[src/design/timer_irq_regs.svh]
// register map, field positions, reset values and timing counts of the timer interrupt block
`ifndef TIMER_IRQ_REGS_SVH
`define TIMER_IRQ_REGS_SVH

`define TIRQ_OFS_STATUS    12'h000
`define TIRQ_OFS_ENABLE    12'h004
`define TIRQ_OFS_ROUTE     12'h008
`define TIRQ_OFS_LIMIT     12'h00c
`define TIRQ_OFS_COUNT     12'h010
`define TIRQ_OFS_TOGGLE    12'h014
`define TIRQ_OFS_PINS      12'h018
`define TIRQ_OFS_CHAN0     12'h020

`define TIRQ_WRAP_BIT      8
`define TIRQ_ROUTE_RESET   8'h00
`define TIRQ_ENABLE_RESET  9'h000
`define TIRQ_LIMIT_RESET   16'hffff
`define TIRQ_PHASE_DIV     2

`endif

[src/design/timer_irq_pkg.sv]
// types shared by the timer interrupt block
package timer_irq_pkg;
  typedef enum logic [1:0] {
    PH_A,
    PH_B
  } phase_t;
endpackage

[src/design/flag_cell.sv]
// one event flag with read-then-write-zero clear and transfer-engine clear
`timescale 1ns/1ps
`default_nettype none
module flag_cell
(
  // clock and reset
  input  wire logic clk,
  input  wire logic rst_b,
  // flag events
  input  wire logic setEvent,
  input  wire logic armRead,
  input  wire logic writeZero,
  input  wire logic engineClear,
  input  wire logic engineMode,
  // state
  output logic      flag
);
  logic armed;

  // armed by a read seeing the flag at one
  always_ff @(posedge clk or negedge rst_b)
  begin
    if (!rst_b)
      armed <= 1'b0;
    else if (setEvent)
      armed <= 1'b0;
    else if (armRead && flag)
      armed <= 1'b1;
    else if (writeZero)
      armed <= 1'b0;
  end

  always_ff @(posedge clk or negedge rst_b)
  begin
    if (!rst_b)
      flag <= 1'b0;
    else if (setEvent)
      flag <= 1'b1; // see RQ9
    else if (engineMode && engineClear)
      flag <= 1'b0; // see RQ19
    else if (!engineMode && writeZero && armed)
      flag <= 1'b0; // see RQ8
  end
endmodule
`default_nettype wire

[src/design/timer_irq.sv]
// timer interrupt, flag and service-request routing block with apb register access
`timescale 1ns/1ps
`default_nettype none
`include "timer_irq_regs.svh"
// How it works
// RQ1 - one wrap source and one source per channel, each masked by own enable
// RQ2 - route bit one sends channel event to transfer engine, zero to cpu
// RQ3 - reset clears all route bits, so channels go to cpu
// RQ4 - routed channel never raises a cpu request
// RQ5 - integrator serves channel 0 first, wrap last; not done here
// RQ6 - flags set and clear regardless of enable bits
// RQ7 - wrap sets wrap flag; capture, compare or pwm match sets channel flag
// RQ8 - cpu clears flag by reading it at one then writing zero
// RQ9 - new event between read and write keeps the flag set
// RQ10 - request line follows flag and enable while flag stays one
// RQ11 - counter steps on phase a strobe, at phase a rate when fastest
// RQ12 - wrap flag sets on the phase a strobe after reaching the limit
// RQ13 - setting the wrap flag returns the counter to zero
// RQ14 - on wrap, pins with toggle bit set toggle
// RQ15 - capture edge sets flag and request on next phase a strobe; the registered request here rises one clock after the flag
// RQ16 - capture latches counter into channel value on phase b strobe
// RQ17 - software keeps buffered compare channels off the transfer engine
// RQ18 - channel count is a parameter of two, four, six or eight
// RQ19 - on engine path, low byte access of channel value clears flag
// RQ20 - two phases modelled as strobes on one rising clock
module timer_irq
#(
  parameter int CHANNELS = 4 // see RQ18
)
(
  // clock and reset
  input  wire logic                clk,
  input  wire logic                rst_b,
  // apb slave
  input  wire logic                psel,
  input  wire logic                penable,
  input  wire logic                pwrite,
  input  wire logic [11:0]         paddr,
  input  wire logic [31:0]         pwdata,
  output logic                     pready,
  output logic [31:0]              prdata,
  output logic                     pslverr,
  // datapath events
  input  wire logic [CHANNELS-1:0] captureEdge,
  input  wire logic [CHANNELS-1:0] compareMatch,
  input  wire logic [7:0]          prescaleSel,
  // transfer engine low byte access
  input  wire logic [CHANNELS-1:0] lowByteAccess,
  // requests and pins
  output logic [CHANNELS-1:0]      chanCpuRequest,
  output logic [CHANNELS-1:0]      chanTransferRequest,
  output logic                     wrapCpuRequest,
  output logic [CHANNELS-1:0]      channelPin
);
  localparam int NF = CHANNELS + 1;

  ////////////////////////////////////////////////////////////////
  // phase strobes
  timer_irq_pkg::phase_t phase_q;
  logic phaseA;
  logic phaseB;

  always_ff @(posedge clk or negedge rst_b)
  begin
    if (!rst_b)
      phase_q <= timer_irq_pkg::PH_A;
    else
      case (phase_q)
        timer_irq_pkg::PH_A: phase_q <= timer_irq_pkg::PH_B;
        timer_irq_pkg::PH_B: phase_q <= timer_irq_pkg::PH_A;
        default:             phase_q <= timer_irq_pkg::PH_A;
      endcase
  end

  assign phaseA = (phase_q == timer_irq_pkg::PH_A); // see RQ20
  assign phaseB = (phase_q == timer_irq_pkg::PH_B); // see RQ20

  ////////////////////////////////////////////////////////////////
  // input synchronisers
  logic [CHANNELS-1:0] capS1_q;
  logic [CHANNELS-1:0] capS2_q;
  logic [CHANNELS-1:0] capS3_q;
  logic [CHANNELS-1:0] capSeen_q;
  logic [CHANNELS-1:0] cmpSeen_q;

  always_ff @(posedge clk or negedge rst_b)
  begin
    if (!rst_b)
    begin
      capS1_q <= '0;
      capS2_q <= '0;
      capS3_q <= '0;
    end
    else
    begin
      capS1_q <= captureEdge;
      capS2_q <= capS1_q;
      capS3_q <= capS2_q;
    end
  end

  // pending events held until the next phase a strobe
  always_ff @(posedge clk or negedge rst_b)
  begin
    if (!rst_b)
    begin
      capSeen_q <= '0;
      cmpSeen_q <= '0;
    end
    else if (phaseA)
    begin
      capSeen_q <= capS2_q & ~capS3_q;
      cmpSeen_q <= compareMatch;
    end
    else
    begin
      capSeen_q <= capSeen_q | (capS2_q & ~capS3_q);
      cmpSeen_q <= cmpSeen_q | compareMatch;
    end
  end

  ////////////////////////////////////////////////////////////////
  // registers
  logic [7:0]          route_q;
  logic [NF-1:0]       enable_q;
  logic [15:0]         limit_q;
  logic [15:0]         count_q;
  logic [CHANNELS-1:0] toggleOnWrap_q;
  logic [15:0]         chanValue_q [CHANNELS];
  logic [7:0]          preCount_q;
  logic [NF-1:0]       flags;
  logic                wrapSet;
  logic                countTick;
  logic                wrAcc;
  logic                rdAcc;
  logic [CHANNELS-1:0] capNow_q;

  assign wrAcc = psel && penable && pwrite;
  assign rdAcc = psel && penable && !pwrite;

  always_ff @(posedge clk or negedge rst_b)
  begin
    if (!rst_b)
    begin
      route_q        <= `TIRQ_ROUTE_RESET; // see RQ3
      enable_q       <= NF'(`TIRQ_ENABLE_RESET);
      limit_q        <= `TIRQ_LIMIT_RESET;
      toggleOnWrap_q <= '0;
    end
    else if (wrAcc)
    begin
      case (paddr)
        `TIRQ_OFS_ENABLE: enable_q <= pwdata[NF-1:0];
        `TIRQ_OFS_ROUTE:  route_q <= pwdata[7:0] & 8'((1 << CHANNELS) - 1);
        `TIRQ_OFS_LIMIT:  limit_q <= pwdata[15:0];
        `TIRQ_OFS_TOGGLE: toggleOnWrap_q <= pwdata[CHANNELS-1:0];
        default:          ;
      endcase
    end
  end

  ////////////////////////////////////////////////////////////////
  // counter
  assign countTick = phaseA && (preCount_q == prescaleSel);

  always_ff @(posedge clk or negedge rst_b)
  begin
    if (!rst_b)
      preCount_q <= '0;
    else if (phaseA)
      preCount_q <= (preCount_q == prescaleSel) ? 8'h00 : preCount_q + 8'h01;
  end

  // wrap flag sets on the phase a strobe once the limit is reached
  assign wrapSet = phaseA && (count_q == limit_q); // see RQ12

  always_ff @(posedge clk or negedge rst_b)
  begin
    if (!rst_b)
      count_q <= '0;
    else if (wrapSet)
      count_q <= '0; // see RQ13
    else if (countTick)
      count_q <= count_q + 16'h0001; // see RQ11
  end

  always_ff @(posedge clk or negedge rst_b)
  begin
    if (!rst_b)
      channelPin <= '0;
    else if (wrapSet)
      channelPin <= channelPin ^ toggleOnWrap_q; // see RQ14
  end

  // capture latch on the phase b after the flag sets
  always_ff @(posedge clk or negedge rst_b)
  begin
    if (!rst_b)
      capNow_q <= '0;
    else if (phaseA)
      capNow_q <= capSeen_q;
  end

  always_ff @(posedge clk)
  begin
    for (int i = 0; i < CHANNELS; i++)
    begin
      if (wrAcc && paddr == 12'(`TIRQ_OFS_CHAN0 + 4 * i))
        chanValue_q[i] <= pwdata[15:0];
      else if (phaseB && capNow_q[i])
        chanValue_q[i] <= count_q; // see RQ16
    end
  end

  ////////////////////////////////////////////////////////////////
  // flags
  logic [NF-1:0] setEv;
  logic [NF-1:0] engMode;
  logic [NF-1:0] engClr;
  logic          stRead;
  logic          stWrite;

  assign stRead  = rdAcc && paddr == `TIRQ_OFS_STATUS;
  assign stWrite = wrAcc && paddr == `TIRQ_OFS_STATUS;

  // see RQ7, RQ15
  assign setEv   = {wrapSet, {CHANNELS{phaseA}} & (capSeen_q | cmpSeen_q)};
  assign engMode = {1'b0, route_q[CHANNELS-1:0]};
  assign engClr  = {1'b0, lowByteAccess};

  for (genvar g = 0; g < NF; g++)
  begin : g_flag
    flag_cell u_flag
    (
      .clk        (clk),
      .rst_b      (rst_b),
      .setEvent   (setEv[g]),
      .armRead    (stRead && prdata[g]), // see RQ8
      .writeZero  (stWrite && !pwdata[g]),
      .engineClear(engClr[g]),
      .engineMode (engMode[g]),
      .flag       (flags[g])
    );
  end

  ////////////////////////////////////////////////////////////////
  // request routing
  always_ff @(posedge clk or negedge rst_b)
  begin
    if (!rst_b)
    begin
      chanCpuRequest      <= '0;
      chanTransferRequest <= '0;
      wrapCpuRequest      <= 1'b0;
    end
    else
    begin
      // see RQ1, RQ6, RQ10
      chanCpuRequest      <= flags[CHANNELS-1:0] & enable_q[CHANNELS-1:0] & ~route_q[CHANNELS-1:0]; // see RQ2, RQ4
      chanTransferRequest <= flags[CHANNELS-1:0] & enable_q[CHANNELS-1:0] & route_q[CHANNELS-1:0]; // see RQ2
      wrapCpuRequest      <= flags[NF-1] & enable_q[NF-1];
    end
  end

  ////////////////////////////////////////////////////////////////
  // apb read side
  logic [31:0] rdMux;
  logic        known;

  always_comb
  begin
    rdMux = 32'h0000_0000;
    known = 1'b1;
    case (paddr)
      `TIRQ_OFS_STATUS: rdMux[NF-1:0] = flags;
      `TIRQ_OFS_ENABLE: rdMux[NF-1:0] = enable_q;
      `TIRQ_OFS_ROUTE:  rdMux[7:0] = route_q;
      `TIRQ_OFS_LIMIT:  rdMux[15:0] = limit_q;
      `TIRQ_OFS_COUNT:  rdMux[15:0] = count_q;
      `TIRQ_OFS_TOGGLE: rdMux[CHANNELS-1:0] = toggleOnWrap_q;
      `TIRQ_OFS_PINS:   rdMux[CHANNELS-1:0] = channelPin;
      default:
      begin
        known = 1'b0;
        for (int i = 0; i < CHANNELS; i++)
          if (paddr == 12'(`TIRQ_OFS_CHAN0 + 4 * i))
          begin
            rdMux[15:0] = chanValue_q[i];
            known = 1'b1;
          end
      end
    endcase
  end

  // no wait state: answer in the first access cycle
  always_ff @(posedge clk or negedge rst_b)
  begin
    if (!rst_b)
    begin
      pready  <= 1'b0;
      prdata  <= '0;
      pslverr <= 1'b0;
    end
    else
    begin
      pready  <= psel && !penable;
      prdata  <= rdMux;
      pslverr <= psel && !penable && !known;
    end
  end
endmodule
`default_nettype wire

[config.mk]
export PLATFORM = sky130hd
export DESIGN_NAME = timer_irq
export DESIGN_NICKNAME = d
export VERILOG_FILES = /design/src/design/timer_irq_pkg.sv /design/src/design/flag_cell.sv /design/src/design/timer_irq.sv
export VERILOG_INCLUDE_DIRS = /design/src /design/src/design
export SDC_FILE = /design/constraint.sdc
export NUM_CORES = 1
export LEC_CHECK = 0
export BUFFER_PORTS_ARGS = -buffer_cell sky130_fd_sc_hd__buf_2
export CAP_MARGIN = 0
export CORE_ASPECT_RATIO = 1.5
export CORE_UTILIZATION = 38
export CTS_BUF_LIST = sky130_fd_sc_hd__clkbuf_8
export DETAILED_ROUTE_END_ITERATION = 8
export HOLD_SLACK_MARGIN = 0.05
export PLACE_DENSITY_LB_ADDON = 0.25
export SLEW_MARGIN = 20
export SYNTH_ARGS = -nofsm -noshare
export SYNTH_HDL_FRONTEND = slang
export SYNTH_SLANG_ARGS = --single-unit
[constraint.sdc]
create_clock -name clk -period 6.9 [get_ports clk]
set_input_delay 1.035 -clock clk [delete_from_list [all_inputs] [get_ports clk]]
set_output_delay 1.035 -clock clk [all_outputs]
set_load 0.02 [all_outputs]
* Yosys cells after proc, flatten, opt, wreduce, memory -nomap -nowiden *
Memory sizes are Yosys's and may differ from the RTL's.
Index checks and enable logic that the tools add are counted.

storage, ports and cells
  register bits after elaboration = 119
  memory bits (writable) = 64
  bits of input ports = 69
  output and inout port bits = 47
  word-level logic and storage cells = 211
  memories = 1

memory list
  memory       words  width  read ports  clocked after Yosys merged registers in  wr ports  line              source
  chanValue_q  4      16     4           0                                        4         timer_irq.sv:129  logic [15:0] chanValue_q [CHANNELS];

cells by class
  add/subtract/negate cells = 2
  eq/ne operators = 13
  multiplexer cells = 72
  bitwise gates (word level) = 16
  reduce and logical (&&, ||, !) cells = 77

operators by type and width
  operator               count
  $mux 16                10
  $mux 1                 55
  $eq 12x6->1 const B    4
  $logic_and 1x1->1      45
  $eq 12x5->1 const B    3
  $pmux 4 s7             1
  $reduce_bool 3->1      9
  $eq 12x4->1 const B    2
  $pmux 8 s3             1
  $and 4x4->4            5
  $add 16x1->16 const B  1
  $eq 16x16->1           1
  $eq 12x3->1 const B    1
  $logic_not 1->1        12
  $logic_not 12->1       1
  $or 4x4->4             3
  $pmux 3 s3             1
  $add 8x1->8 const B    1
  $eq 8x8->1             1
  $mux 4                 2
  $mux 8                 1
  $not 4->4              2
  $reduce_and 2->1       4
  $reduce_or 7->1        1
  other kinds (9)        13

* Depth between registers and ports, before layout *
  depth in word-level cells = 9
  gate-level depth with buffers = 8
  mapped depth without buffers = 6

* Hierarchy *
A second synthesis with hierarchy kept.

unflattened totals
  cells, all modules = 695
  area, all modules = 8953.6 um2

modules (own cells, without submodules)
  module     times used  cells each  area each (um2)  sequential area each (um2)
  timer_irq  1           655         8528.2           4669.5
  flag_cell  5           8           85.1             50.0

* Worst setup path after synthesis *
OpenSTA, ideal clock, no wires.

  path type = input -> register
  start = input paddr[4]
  end = memory chanValue_q[3][10] (data pin)
  setup time = 0.260 ns
  arrival = 3.033 ns
  data required time = 6.640 ns
  path slack = 3.607 ns
  stages = 6
  buffers on the path = 1
  cells stage by stage = or4b_1 -> nor4_2 -> nand3_1 -> nand3_1 -> buf_2 -> mux2_2

RTL lines
  element      line              source
  from (decl)  timer_irq.sv:38   input wire logic [11:0] paddr,
  to (decl)    timer_irq.sv:129

==> metrics <==
EDFF count, synth 64; Worst Tran Pin Value 1.11 ns; maximum number of pins on one net before global-route repair 64; clk_lat worst skew 0.48 ns; Min-Delay Endpoint capS2_q[3]$_DFF_PN0_; Buffers on Ports 83; Mapped Area 8720 um^2; Arr. time, crit path 4.01 ns; most frequent cells after synthesis dfrtp_1, mux2_2, edfxtp_1; CTS tree done; Layout area overhead 11.5%; first-pass GRT wire length 33.8 mm; register area share after synthesis 56.4%; most frequent cell after synthesis dfrtp_1; # IOs 116; Synth Warn # 0; GRT Total Usage 19.3%; H-tree Lvls 4; routed length per instance 20.8 um; Layout Skew 0.0143 ns; Vias/cell 5.62; Initial Util 38.8%; Syn Inst Count 689; CP Max Fanout 21; Switch Pwr 0.552 mW; Tmin final 3.77 ns; Final #Nets 822; register share of total power 55.7%; max-cap viol count 0; GRT Residual Overflow 0; most area-hungry cell type in the Yosys netlist dfrtp_1; fin crit share 54.7%; CP Class in2reg; Max-Slew Margin vs Limit 25.4%; Clock power frac 34.5%; DRT antenna net count 0; Avg Cell Area, Syn 12.7 um^2; hold wc startpoint capS1_q[3]$_DFF_PN0_; Netlist cell types 57; fraction of layout cells with a size suffix above 1 34.4%; Worst-path clk slew 0.09 ns; critical path data required time 7.13 ns; Setup Buffers After CTS 0; peak supply drop 0.000127 V; Initial DRT Pass Iterations 5; Worst Hold Slack 0.355 ns; Sw Share 25.9%; vias in the first global route 6037; total number of vias 5841; final total power 2.13 mW; worst hold path type reg2reg; Routed WL 21.6 mm; r2r endpoint count_q[14]$_DFFE_PN0P_; post-route setup TNS 0 ns; Die Area 23600 um^2; DRC 0; Worst R2R Setup Slack 4.07 ns; Most used DFF post-synth dfrtp_1; Sink Count 183; Crit. End Element register; ys async rst share 65.0%; # rows 67; Crit. Startpoint paddr[4]; Core ar. 22500 um^2; Inserted Diodes 0; Pint 1.58 mW; Final Hold Violating Endpoints 0; clock buffer depth 2; initial antenna violation count 0; Reg2Reg Depth 5; post-cts resize count 0; RSZ-0062 raised after global routing no; crit start category input pin; Slew Limit Fails 0; Die X 126 um; Die Ht 188 um; number of DRC markers in iteration 0 357; dpl hpwl 14.4 mm; Yosys reg bits 183; fmax 265 MHz; Pwr per Cell Area 219 nW/um^2; Yosys top cell area share 29.6%; total CTS buffers 17; Hold Crit Depth 0; worst r2r src count_q[0]$_DFFE_PN0P_; final setup fails 0; largest cells by area after synthesis dfrtp_1, edfxtp_1, mux2_2; hold_buf cts 0; Comb pwr share 9.8%; outcome completed; gpl congestion 0.836; root buffer cell clkbuf_8; Pleak 4.00 nW
==> stage by stage <==
stage               util [%]  instances  instance area, um^2  setup WS, ns
floorplan                  -        704                 8780          3.61
global placement        41.5       1008                 9320          2.68
detailed placement      41.5       1008                 9320          2.64
CTS                     43.3       1040                 9720          3.15
global route            43.3       1040                 9720          3.04
finish                  43.3       1040                 9720          3.13
==> cells by family after synthesis <==
group	share of synthesized area, %
flops	56.4
simple gates	10.7
mux	17.6
compound gates	6.89
buf+inv	4.10
xor+xnor	3.92
fa+ha+maj	0.287
other cells	0.0430
==> layer usage <==
layer  vias up  share of wire (%)  global-route usage (%)
met2       196                 52                    34.1
met5         -                  0                       0
li1       2630                  -                       -
met4         0                4.5                    10.3
met1      2964                 39                    21.6
met3        51                4.9                    3.94
==> worst max path at each step <==
stage                                   end  cells after the start
2_1_floorplan  chanValue_q[3][10]$_DFFE_PP_                      6
6_report       chanValue_q[3][15]$_DFFE_PP_                      6
3_5_place_dp    chanValue_q[3][0]$_DFFE_PP_                      6
3_3_place_gp    chanValue_q[3][9]$_DFFE_PP_                      6
4_1_cts        chanValue_q[3][15]$_DFFE_PP_                      6
5_1_grt         chanValue_q[3][0]$_DFFE_PP_                      6
==> worst max-delay path, cell delays in order <==
cell and delay [ns]:
buf_2 0.25, or4b_1 0.65, nor4_2 0.63, nand3_1 0.19, nand3_1 0.81, mux2_2 0.43
==> layout by cell type, fill, tap and decap left out, types with 14 or more instances in the layout <==
cell      count
mux2_2       95
nor3_1       15
nor2_1       32
buf_2        82
o21ai_0      17
dfstp_2      16
nand3_1      18
xnor2_1      31
nand2_1      39
mux4_2       18
clkbuf_8     18
conb_1       16
dfrtp_1     103
edfxtp_1     64
a21oi_1      34
inv_1        14
==> registers in the layout, indices dropped and copies added, names as in the netlist, 5 cells and up <==
register,count
preCount_q,8
limit_q,16
count_q,16
g_flag.u_flag.armed,5
g_flag.u_flag.flag,5
chanValue_q,64
enable_q,5
prdata,16
==> area by class of cell <==
type                       count  area [um^2]
sequential                   183         4920
fill                        2096        12700
clock inverter                14          146
timing repair buffer          92          485
clock buffer                  18          248
tap                          276          345
inverter                      14         52.6
multi-input combinational    443         3530
==> power by group through the flow <==
stage | registers (mW) | clock network [mW] | logic (mW)
after global routing | 1.19 | 0.796 | 0.230
final | 1.19 | 0.735 | 0.209
after global placement | 1.21 | 0 | 0.204
after floorplan | 1.20 | 0 | 0.139
after CTS | 1.19 | 0.752 | 0.211
after detailed placement | 1.21 | 0 | 0.210
No activity file was read; power rests on OpenSTA's default activity.
